**src/core/atx_pkg.sv**
```systemverilog
// atx_pkg: shared constants and types for the mono/slip-flag transmitter core
// assumes a single 25 MHz clock and AXI4-Lite register access with 32-bit data
package atx_pkg;

   // clock and frame timing
   localparam int         CLK_HZ    = 32'h017D_7840;     // 25 MHz core clock
   localparam int         FS_HZ     = 32'h0000_BB80;     // 48 kHz frame rate
   localparam logic [9:0] FRAME_CYC = 10'(CLK_HZ / FS_HZ); // clocks per frame, rounded down
   localparam logic [7:0] BLOCK_FRM = 8'hC0;            // frames per status block

   // register indices; byte address is four times the index
   localparam logic [5:0] REG_CTRL_IDX  = 6'h01;        // mono control
   localparam logic [5:0] REG_STAT_IDX  = 6'h04;        // sticky status
   localparam logic [5:0] REG_IMSK_IDX  = 6'h05;        // interrupt control
   localparam logic [5:0] REG_STATE_IDX = 6'h06;        // live state view
   localparam logic [7:0] ADDR_CTRL  = {REG_CTRL_IDX, 2'h0};
   localparam logic [7:0] ADDR_STAT  = {REG_STAT_IDX, 2'h0};
   localparam logic [7:0] ADDR_IMSK  = {REG_IMSK_IDX, 2'h0};
   localparam logic [7:0] ADDR_STATE = {REG_STATE_IDX, 2'h0};

   // field positions
   localparam int CTRL_MONO_BIT = 0;                    // mono enable
   localparam int CTRL_MAUD_BIT = 1;                    // mono_audio_source_select
   localparam int CTRL_MCS_BIT  = 2;                    // mono_status_source_select
   localparam int STAT_FLAG_BIT = 0;                    // slip_or_block_start_flag
   localparam int IMSK_MASK_BIT = 0;                    // mask for the flag
   localparam int IMSK_FSEL_BIT = 1;                    // flag_source_select

   // values after reset
   localparam logic [2:0] CTRL_RST = 3'h0;              // stereo, left / channel A
   localparam logic       MASK_RST = 1'h0;              // unmasked
   localparam logic       FSEL_RST = 1'h0;              // slip reporting

   // bus answers
   localparam logic [1:0] RESP_OKAY   = 2'h0;
   localparam logic [1:0] RESP_SLVERR = 2'h2;

   // input buffer shape
   localparam int FIFO_DEPTH = 16;

   // one input sample period from the audio serial port
   typedef struct packed {
      logic [23:0] left;                                // left audio word
      logic [23:0] right;                               // right audio word
      logic        cs_a;                                // channel status bit, channel A
      logic        cs_b;                                // channel status bit, channel B
   } atx_pair_t;

   // one outgoing frame toward the biphase encoder
   typedef struct packed {
      logic [23:0] sub_a;                               // subframe A audio
      logic [23:0] sub_b;                               // subframe B audio
      logic        cs_a;                                // subframe A status bit
      logic        cs_b;                                // subframe B status bit
      logic        blk;                                 // first frame of a block
   } atx_frame_t;

   // hardware-mode pins, in synchroniser order
   typedef struct packed {
      logic ext_bs;                                     // external_block_start_in
      logic src;                                        // mono_audio_source_select pin
      logic mono;                                       // mono enable pin
      logic hw;                                         // hardware mode select
   } atx_pins_t;

   // frame sequencer, one-hot
   typedef enum logic [2:0] {
      SQ_IDLE   = 3'h1,
      SQ_SECOND = 3'h2,
      SQ_EMIT   = 3'h4
   } atx_seq_t;

endpackage

```
**src/core/atx_core.sv**
```systemverilog
// atx_core: mono/stereo frame builder with slip or block-start status flag
// assumes samples arrive on the clk domain with valid/ready, pins are asynchronous,
// and an external pull-up on the open-drain interrupt line
//
// Behaviour
// - one flag, source chosen by control bit
// - source bit 0: flag reports data slip
// - source bit 1: flag reports block start
// - flag active high, sticky until status read
// - slip mode: set on every drop or repeat
// - block start: internal or external input both flag
// - mono: two consecutive samples fill A and B
// - mono under register or pin control
// - mono source channel is selectable
// - register holds mono, audio and status select
// - pins: mono enable and source select
// - source pin 0: left audio, channel A status
// - source pin 1: right audio, channel B status
// - interrupt driven low while unmasked flag set
// - status read clears flags, releases interrupt
// - mask bit disables interrupt for source
`timescale 1ns/1ps
`default_nettype none
module atx_core
   import atx_pkg::*;
(
   input  wire logic        clk,
   input  wire logic        rst,
   input  wire logic [7:0]  s_axi_awaddr,
   input  wire logic        s_axi_awvalid,
   output var  logic        s_axi_awready,
   input  wire logic [31:0] s_axi_wdata,
   input  wire logic [3:0]  s_axi_wstrb,
   input  wire logic        s_axi_wvalid,
   output var  logic        s_axi_wready,
   output var  logic [1:0]  s_axi_bresp,
   output var  logic        s_axi_bvalid,
   input  wire logic        s_axi_bready,
   input  wire logic [7:0]  s_axi_araddr,
   input  wire logic        s_axi_arvalid,
   output var  logic        s_axi_arready,
   output var  logic [31:0] s_axi_rdata,
   output var  logic [1:0]  s_axi_rresp,
   output var  logic        s_axi_rvalid,
   input  wire logic        s_axi_rready,
   input  wire atx_pair_t   in_pair,
   input  wire logic        in_valid,
   output var  logic        in_ready,
   input  wire atx_pins_t   pins_in,
   output var  atx_frame_t  frame_o,
   output var  logic        frame_valid_o,
   output var  logic        int_n_o,
   output var  logic        int_oe_o
);

   typedef struct packed {
      logic        aw_got;                              // write address held
      logic [7:0]  awaddr;                              // held write address
      logic        w_got;                               // write data held
      logic [31:0] wdata;                               // held write data
      logic        wlane0;                              // low byte lane enabled
      logic        awready;
      logic        wready;
      logic        bvalid;
      logic [1:0]  bresp;
      logic        arready;
      logic        rvalid;
      logic [31:0] rdata;
      logic [1:0]  rresp;
      logic [2:0]  ctrl;                                // mono control bits
      logic        mask;                                // interrupt mask
      logic        fsel;                                // flag_source_select
      logic        flag;                                // slip_or_block_start_flag
      logic        int_oe;                              // interrupt pin drive
      logic        int_lvl;                             // level driven, always low
      atx_pins_t   s1;                                  // first synchroniser stage
      atx_pins_t   s2;                                  // second synchroniser stage
      logic        bs_prev;                             // delayed external block start
      logic [9:0]  fcnt;                                // frame timer
      logic [7:0]  fidx;                                // frame within block
      atx_seq_t    seq;                                 // sequencer state
      atx_frame_t  frm;                                 // frame being built / sent
      logic        fvalid;                              // frame strobe
   } atx_top_st_t;

   localparam atx_top_st_t RST_ST = '{seq: SQ_IDLE, ctrl: CTRL_RST, mask: MASK_RST,
                                      fsel: FSEL_RST, default: '0};

   atx_top_st_t r;                                      // current state
   atx_top_st_t n;                                      // next state
   logic        f_valid;                                // buffer head present
   logic        f_ready;                                // buffer has room
   atx_pair_t   f_data;                                 // buffer head word
   logic [4:0]  f_cnt;                                  // words buffered
   logic        pop;                                    // take head word
   logic        slip_ev;                                // sample dropped or repeated
   logic        bs_ev;                                  // block start seen
   logic        stat_rd;                                // status register read
   logic        tick;                                   // frame boundary
   logic        hw;                                     // hardware mode
   logic        eff_mono;                               // mono in force
   logic        aud_sel;                                // mono audio from right
   logic        cs_sel;                                 // mono status from channel B
   logic        ext_ev;                                 // external block start edge
   logic [3:0]  wr_hit;                                 // register hit of held write address
   logic [3:0]  rd_hit;                                 // register hit of read address

   // one-hot register hit: {state, imsk, stat, ctrl}
   function automatic logic [3:0] reg_hit(input logic [7:0] a);
      reg_hit = {a == ADDR_STATE, a == ADDR_IMSK, a == ADDR_STAT, a == ADDR_CTRL};
   endfunction

   // control source: pins in hardware mode, register bits otherwise
   assign hw       = r.s2.hw;
   assign eff_mono = hw ? r.s2.mono : r.ctrl[CTRL_MONO_BIT];
   assign aud_sel  = hw ? r.s2.src : r.ctrl[CTRL_MAUD_BIT];
   assign cs_sel   = hw ? r.s2.src : r.ctrl[CTRL_MCS_BIT];
   assign tick     = r.fcnt == FRAME_CYC - 10'h001;
   assign ext_ev   = r.s2.ext_bs && !r.bs_prev;
   assign wr_hit   = reg_hit(r.awaddr);
   assign rd_hit   = reg_hit(s_axi_araddr);

   // bus slave, frame sequencer and status flag
   always_comb begin
      n       = r;
      pop     = 1'b0;
      slip_ev = 1'b0;
      bs_ev   = 1'b0;
      stat_rd = 1'b0;
      n.fvalid = 1'b0;
      // pin synchronisers, second stage feeds logic
      n.s1      = pins_in;
      n.s2      = r.s1;
      n.bs_prev = r.s2.ext_bs;
      // write address and data, in either order
      if (s_axi_awvalid && r.awready) begin
         n.aw_got = 1'b1;
         n.awaddr = s_axi_awaddr;
      end
      if (s_axi_wvalid && r.wready) begin
         n.w_got  = 1'b1;
         n.wdata  = s_axi_wdata;
         n.wlane0 = s_axi_wstrb[0];
      end
      if (s_axi_bvalid && s_axi_bready) begin
         n.bvalid = 1'b0;
      end
      // both halves held: commit and answer
      if (r.aw_got && r.w_got && !r.bvalid) begin
         if (wr_hit[0] && r.wlane0) begin
            n.ctrl = r.wdata[2:0];
         end
         if (wr_hit[2] && r.wlane0) begin
            n.mask = r.wdata[IMSK_MASK_BIT];
            n.fsel = r.wdata[IMSK_FSEL_BIT];
         end
         n.bresp  = (|wr_hit) ? RESP_OKAY : RESP_SLVERR;
         n.bvalid = 1'b1;
         n.aw_got = 1'b0;
         n.w_got  = 1'b0;
      end
      // reads answer one cycle after the address is taken
      if (s_axi_rvalid && s_axi_rready) begin
         n.rvalid = 1'b0;
      end
      if (s_axi_arvalid && r.arready) begin
         unique case (rd_hit)
            4'h1: n.rdata = {29'h0, r.ctrl};
            4'h2: n.rdata = {31'h0, r.flag};
            4'h4: n.rdata = {30'h0, r.fsel, r.mask};
            4'h8: n.rdata = {25'h0, f_cnt, eff_mono, hw};
            default: n.rdata = 32'h0000_0000;
         endcase
         stat_rd  = rd_hit[1];
         n.rresp  = (|rd_hit) ? RESP_OKAY : RESP_SLVERR;
         n.rvalid = 1'b1;
      end
      n.awready = !n.aw_got && !n.bvalid;
      n.wready  = !n.w_got && !n.bvalid;
      n.arready = !n.rvalid;
      // frame timer
      n.fcnt = tick ? 10'h000 : r.fcnt + 10'h001;
      // sequencer
      unique case (r.seq)
         SQ_IDLE: begin
            if (tick) begin
               if (f_valid) begin
                  pop = 1'b1;
                  if (eff_mono) begin
                     n.frm.sub_a = aud_sel ? f_data.right : f_data.left;
                     n.frm.cs_a  = cs_sel ? f_data.cs_b : f_data.cs_a;
                  end else begin
                     n.frm.sub_a = f_data.left;
                     n.frm.sub_b = f_data.right;
                     n.frm.cs_a  = f_data.cs_a;
                     n.frm.cs_b  = f_data.cs_b;
                  end
               end else begin
                  slip_ev = 1'b1;                       // repeat
                  if (eff_mono) begin
                     n.frm.sub_a = r.frm.sub_b;
                     n.frm.cs_a  = r.frm.cs_b;
                  end
               end
               n.seq = eff_mono ? SQ_SECOND : SQ_EMIT;
            end
         end
         SQ_SECOND: begin
            // second consecutive sample of the same channel
            if (f_valid) begin
               pop = 1'b1;
               n.frm.sub_b = aud_sel ? f_data.right : f_data.left;
               n.frm.cs_b  = cs_sel ? f_data.cs_b : f_data.cs_a;
            end else begin
               slip_ev = 1'b1;                          // repeat
               n.frm.sub_b = r.frm.sub_a;
               n.frm.cs_b  = r.frm.cs_a;
            end
            n.seq = SQ_EMIT;
         end
         SQ_EMIT: begin
            n.fvalid  = 1'b1;
            n.frm.blk = r.fidx == 8'h00;
            bs_ev     = r.fidx == 8'h00;                // internal block start
            n.fidx    = (r.fidx == BLOCK_FRM - 8'h01) ? 8'h00 : r.fidx + 8'h01;
            // source still pressing on a buffer at its limit: oldest sample is dropped;
            // the take at the tick has just freed one slot, so the limit is depth-1
            if (in_valid && f_cnt >= 5'(FIFO_DEPTH - 1)) begin
               pop     = 1'b1;
               slip_ev = 1'b1;
            end
            n.seq = SQ_IDLE;
         end
         default: n.seq = SQ_IDLE;
      endcase
      // external block start realigns the block
      if (ext_ev) begin
         bs_ev  = 1'b1;
         n.fidx = 8'h00;
      end
      // sticky flag, a new event wins over the clearing read
      n.flag    = (r.fsel ? bs_ev : slip_ev) || (r.flag && !stat_rd);
      n.int_oe  = n.flag && !n.mask;
      n.int_lvl = 1'b0;
   end

   // state register
   always_ff @(posedge clk) begin
      if (rst) begin
         r <= RST_ST;
      end else begin
         r <= n;
      end
   end

   // input sample buffer
   atx_fifo #(.W($bits(atx_pair_t)), .DEPTH(FIFO_DEPTH)) u_fifo (
      .clk       (clk),
      .rst       (rst),
      .in_valid  (in_valid),
      .in_ready  (f_ready),
      .in_data   (in_pair),
      .out_valid (f_valid),
      .out_ready (pop),
      .out_data  (f_data),
      .count     (f_cnt)
   );

   assign s_axi_awready = r.awready;
   assign s_axi_wready  = r.wready;
   assign s_axi_bvalid  = r.bvalid;
   assign s_axi_bresp   = r.bresp;
   assign s_axi_arready = r.arready;
   assign s_axi_rvalid  = r.rvalid;
   assign s_axi_rdata   = r.rdata;
   assign s_axi_rresp   = r.rresp;
   assign in_ready      = f_ready;
   assign frame_o       = r.frm;
   assign frame_valid_o = r.fvalid;
   assign int_n_o       = r.int_lvl;
   assign int_oe_o      = r.int_oe;
endmodule
`default_nettype wire

```
**src/core/atx_fifo.sv**
```systemverilog
// atx_fifo: valid/ready word buffer over atx_ram, head word always presented
// assumes one clock and synchronous active-high reset
`timescale 1ns/1ps
`default_nettype none
module atx_fifo
   import atx_pkg::*;
#(
   parameter int W     = 50,
   parameter int DEPTH = 16
) (
   input  wire logic                       clk,
   input  wire logic                       rst,
   input  wire logic                       in_valid,
   output var  logic                       in_ready,
   input  wire logic [W-1:0]               in_data,
   output var  logic                       out_valid,
   input  wire logic                       out_ready,
   output var  logic [W-1:0]               out_data,
   output var  logic [$clog2(DEPTH):0]     count
);

   localparam int AW = $clog2(DEPTH);
   localparam logic [AW:0] FULL_CNT = (AW+1)'(DEPTH);  // words when full

   typedef struct packed {
      logic [AW-1:0] wp;                                // write pointer
      logic [AW-1:0] rp;                                // read pointer
      logic [AW:0]   cnt;                               // words held
      logic          rdy;                               // room for a word
      logic          vld;                               // head word present
   } atx_fifo_st_t;

   atx_fifo_st_t r;                                     // current state
   atx_fifo_st_t n;                                     // next state
   logic         push;                                  // word enters
   logic         pop;                                   // word leaves

   // pointers move on handshakes; flags derive from the new count
   always_comb begin
      n    = r;
      push = in_valid && r.rdy;
      pop  = out_ready && r.vld;
      n.wp = r.wp + AW'(push);
      n.rp = r.rp + AW'(pop);
      n.cnt = r.cnt + (AW+1)'(push) - (AW+1)'(pop);
      n.rdy = n.cnt != FULL_CNT;
      n.vld = n.cnt != '0;
   end

   // state register
   always_ff @(posedge clk) begin
      if (rst) begin
         r <= '{rdy: 1'b1, default: '0};
      end else begin
         r <= n;
      end
   end

   // read address runs one step ahead so the head word is ready with the flag
   atx_ram #(.W(W), .AW(AW)) u_ram (
      .clk   (clk),
      .we    (push),
      .waddr (r.wp),
      .wdata (in_data),
      .raddr (n.rp),
      .rdata (out_data)
   );

   assign in_ready  = r.rdy;
   assign out_valid = r.vld;
   assign count     = r.cnt;

endmodule
`default_nettype wire

```
**src/core/atx_ram.sv**
```systemverilog
// atx_ram: small dual-port word store with registered read data
// assumes one clock; a write to the address being read is passed straight through
`timescale 1ns/1ps
`default_nettype none
module atx_ram
   import atx_pkg::*;
#(
   parameter int W  = 50,
   parameter int AW = 4
) (
   input  wire logic          clk,
   input  wire logic          we,
   input  wire logic [AW-1:0] waddr,
   input  wire logic [W-1:0]  wdata,
   input  wire logic [AW-1:0] raddr,
   output var  logic [W-1:0]  rdata
);

   logic [W-1:0] mem [2**AW];                           // storage, no reset needed

   // write port and registered read with write-through
   always_ff @(posedge clk) begin
      if (we) begin
         mem[waddr] <= wdata;
      end
      rdata <= (we && waddr == raddr) ? wdata : mem[raddr];
   end

endmodule
`default_nettype wire

```
**config.mk**
```make
export PLATFORM = sky130hd
export DESIGN_NAME = atx_core
export DESIGN_NICKNAME = d
export VERILOG_FILES = /design/src/core/atx_pkg.sv /design/src/core/atx_core.sv /design/src/core/atx_fifo.sv /design/src/core/atx_ram.sv
export SDC_FILE = /design/constraint.sdc
export NUM_CORES = 1
export LEC_CHECK = 0
export BUFFER_PORTS_ARGS = -buffer_cell sky130_fd_sc_hd__buf_2
export CORE_MARGIN = 5
export CORE_UTILIZATION = 53
export DETAILED_ROUTE_END_ITERATION = 7
export GPL_TIMING_DRIVEN = 0
export MAX_ROUTING_LAYER = met4
export PLACE_DENSITY = 0.81
export SETUP_SLACK_MARGIN = 0.5
export SYNTH_ARGS = -nofsm -noshare
export SYNTH_HDL_FRONTEND = slang
export SYNTH_HIERARCHICAL = 1
export SYNTH_SLANG_ARGS = --single-unit
```
**constraint.sdc**
```tcl
create_clock -name clk -period 6.37 [get_ports clk]
set_input_delay 1.274 -clock clk [delete_from_list [all_inputs] [get_ports clk]]
set_output_delay 1.274 -clock clk [all_outputs]
set_load 0.02 [all_outputs]
```
==> summary.txt <==
Outcome
  – Status: completed

Timing
  – Max Freq: 0.256 GHz
  – Slew HR: 30.4%
  – Worst-Margin Slew: 1040 ps
  – RSZ-0062 raised after global routing: false
  – Fin crit share: a little over 60%
  – Final slew viol count: 0
  – Fin. Hold Viols: 0
  – Endpoints failing setup: 0
  – Tmin final: about 3900 ps
  – Clk_skew: between 40 and 50 ps
  – Total Negative Setup Slacks: 0 ps

Drt
  – DR WL/cell: 28.0 um
  – Remaining antenna violation count: 0
  – Violation count after the first detailed-routing iteration: 2,953
  – Detailed Route WL: 95,700 um
  – DRC Markers: 0
  – Via Count: 21,600
  – Vias per inst: 6.32
  – DR pass1 iterations: 6

CTS
  – CTS sink cnt: 936
  – CTS clk-pin slew, worst paths: roughly 60 ps
  – Clock Tree Buf Depth: 3
  – Clk root buf: clkbuf_16
  – Clock Latency Late Sink: 670 ps
  – Total CTS buffers: 92
  – Postcts setup bufs: 0
  – CTS Hold Bufs: 0
  – CTS tree: done
  – Htree depth: 3
  – Post-cts sizing count: 0

Final layout
  – Fillers: around 4,800
  – Finished Layout Cells: 3,421
  – Register area: 26,700 um2
  – Layout cells sized above 1: 30.4%
  – # nets final: ~2,500
  – Syn-to-layout area delta: 16.1%
  – Area of the multi-input gates: 9450 um2

Setup path
  – Worst EP arrival: 4390 ps
  – Critical path data required time: 6860 ps
  – Startpoint type of the worst setup path: register
  – Flop-to-flop setup slack: 2460 ps
  – Worst reg2reg startpoint: u_fifo/out_valid
  – Largest fanout on the critical path: 10
  – Setup Crit Path Kind: reg -> reg
  – R2r worst-path depth: 13
  – Crit path capture type: register
  – Worst R2R End: u_fifo/out_valid

Floorplanning
  – Row cnt: 97
  – I/O pin count: 210
  – Initial core utilization: 53.3%
  – Die height: approximately 280 um
  – Full die area: 75,600 um2
  – Core area: 69,900 um2
  – DIE WIDTH: ~280 um

Pwr
  – Flop pwr share: 51.3%
  – Combinational group share of total power: 8.9%
  – VDD IR-drop max: ~270 uV
  – Sw Pwr: 3.23 mW
  – Leak: 14.4 nW
  – Cell Pwr Density: 314 nW/um2
  – Clock power share: about two fifths
  – Switching share of power: between 20% and 30%
  – Pint: slightly above 10 mW

Run
  – Max-cap viol count: 0

Global route
  – Largest net degree at the start of global routing: 26
  – Initial antenna violation count: 8
  – Overflow left after global routing: 0
  – First-pass GRT wire length: ~140,000 um
  – Vias in the first global route: 21,500
  – Tot GR Track Use: 25.7%

Synth
  – Share of flip-flops with an asynchronous set or reset: 0%
  – EDFF count, synth: 800
  – Synth area leaders: edfxtp_1 65%, mux4_2 12%, dfxtp_1 7.3%
  – Post-synth top area cell: edfxtp_1
  – Synth Flop Type: edfxtp_1
  – Seq/Total Area, Yosys: 71.8%
  – Synth cell types: 69
  – Yosys reg bits: between 900 and 1,000
  – Synth warn: 6
  – Synthesized instance count: 2,082
  – Syn Std Cell Area: 37,200 um2
  – Fraction of synthesized cell area taken by the top area cell type: 64.5%
  – Avg Inst Size Synth: 17.9 um2

Placed design
  – Post-DP HPWL: 62,000 um
  – Placed Cells: 3,242
  – Gpl congestion: 0.915
  – IO Port Bufs: 149

Hold path
  – Min-delay src: n[77]
  – Hold depth: 1
  – WHS Endpoint: n[73]
  – Hold Path Class: reg -> reg
[state kept, by name, indices dropped and copies added, names as in the netlist, named ones only]
register,flops
u_fifo/u_ram/mem,800
frame_o,51
r,44
u_fifo/r,8
s_axi_rdata,7
n,5
u_fifo/count,5
frame_valid_o,1
hw,1
int_oe_o,1
s_axi_arready,1
s_axi_awready,1
s_axi_bresp,1
s_axi_bvalid,1
s_axi_rresp,1
s_axi_rvalid,1
s_axi_wready,1
u_fifo/in_ready,1
u_fifo/out_valid,1
[layer usage]
metal / wire, um / track usage [%]
met2: 45900 / 40.5
met1: 35000 / 33.8
met4: 4310 / 9.76
met3: 10500 / 5.08
met5: 0 / -
[how the worst max path moves through the flow]
stage / from / to / slack (ps) / cells after the start
floorplan: in_valid / u_fifo/u_ram/mem[12][0] / 820 / 4
global placement: in_valid / u_fifo/u_ram/mem[12][19] / -3030 / 5
detailed placement: u_fifo/out_valid / u_fifo/out_valid / 2600 / 13
CTS: u_fifo/out_valid / u_fifo/out_valid / 2590 / 13
global route: u_fifo/out_valid / u_fifo/out_valid / 2380 / 13
finish: u_fifo/out_valid / u_fifo/out_valid / 2460 / 13
[cell usage after synthesis, types with 11 or more instances]
library cell  count
nand2_1         142
a22o_1           24
xor2_1           11
buf_1            13
nand3_1          18
buf_2            33
xnor2_1          12
clkbuf_1         54
a21oi_1          48
a211oi_2         20
mux4_2          200
nor3_2           21
buf_4           106
nor2_1           74
o21ai_0          27
a31oi_1          26
dfxtp_1         136
edfxtp_1        800
a22oi_1         106
mux2i_1          35
nor2b_1          46
nor3_1           24
[power by group through the flow]
stage	Sequential, mW	Combinational, mW	Clock, mW
floorplan	7.08	0.665	0
global placement	7.10	1.02	0
detailed placement	7.09	1.17	0
CTS	6.97	1.18	5.47
global route	6.98	1.27	5.75
finish	6.97	1.22	5.40
[placed cells by master (no fill, tap or decap), types with 10 or more instances in the layout]
cell and n:
clkinv_1 20, xor2_1 11, nor2_4 12, clkbuf_1 66
buf_1 13, buf_4 106, o21ai_0 27, nor3_2 24
xnor2_1 12, a22oi_1 106, a31oi_1 26, clkbuf_16 93
mux4_2 200, buf_12 22, dfxtp_1 136, a211oi_2 20
a22o_1 24, mux2i_1 35, buf_2 182, nor2_1 62
nand3_1 18, edfxtp_1 800, nor3_1 20, clkinv_2 18
buf_6 15, nand2_1 142, conb_1 28, nor2b_1 46
a21oi_1 48, ha_1 10, inv_1 10
[area by class of cell]
class / instances / area share, %
Multi-Input combinational cell: 957 / 21.9
Timing Repair Buffer: 193 / 3.52
Inverter: 10 / 0.0869
Sequential cell: 936 / 61.9
Antenna cell: 6 / 0.0347
Buffer: 206 / 2.81
Clock inverter: 62 / 1.38
Clock buffer: 111 / 5.68
Tap cell: 940 / 2.72
[kinds of logic (layout without fill, tap and decap cells)]
family / after synthesis / in the layout / share of synthesized area (%)
and+or+nand+nor: 379 / 379 / 5.23
DFF: 936 / 936 / 71.8
muxes: 238 / 238 / 13.1
buffers and inverters: 216 / 582 / 3.36
xor gates and xnor gates: 24 / 24 / 0.585
adders and majority gates: 11 / 11 / 0.390
other: 1 / 34 / 0.0101
AOI/OAI and AO/OA: 277 / 277 / 5.44
[worst max-delay path, stage by stage, from the launching register on]
cell and delay, ps:
dfxtp_1 530, buf_2 280, clkbuf_1 400, clkbuf_1 510
a32o_1 340, nand2_1 160, nand2_1 110, nand2_1 60
ha_1 230, fa_1 440, a21o_1 190, a21oi_2 140
xnor2_1 200, a41oi_2 150
[per-stage QoR]
step	worst slack (ps)	instance area, um2	power [mW]	hold slack (ps)	util, %
detailed placement	2600	40100	8.26	429	57.4
CTS	2590	43200	13.6	456	61.8
finish	2460	43200	13.6	455	61.8
global placement	-3030	39300	8.12	423	56.2
global route	2380	43200	14.0	460	61.8
floorplan	824	37300	7.74	414	-
Power figures use the tool's default switching activity.
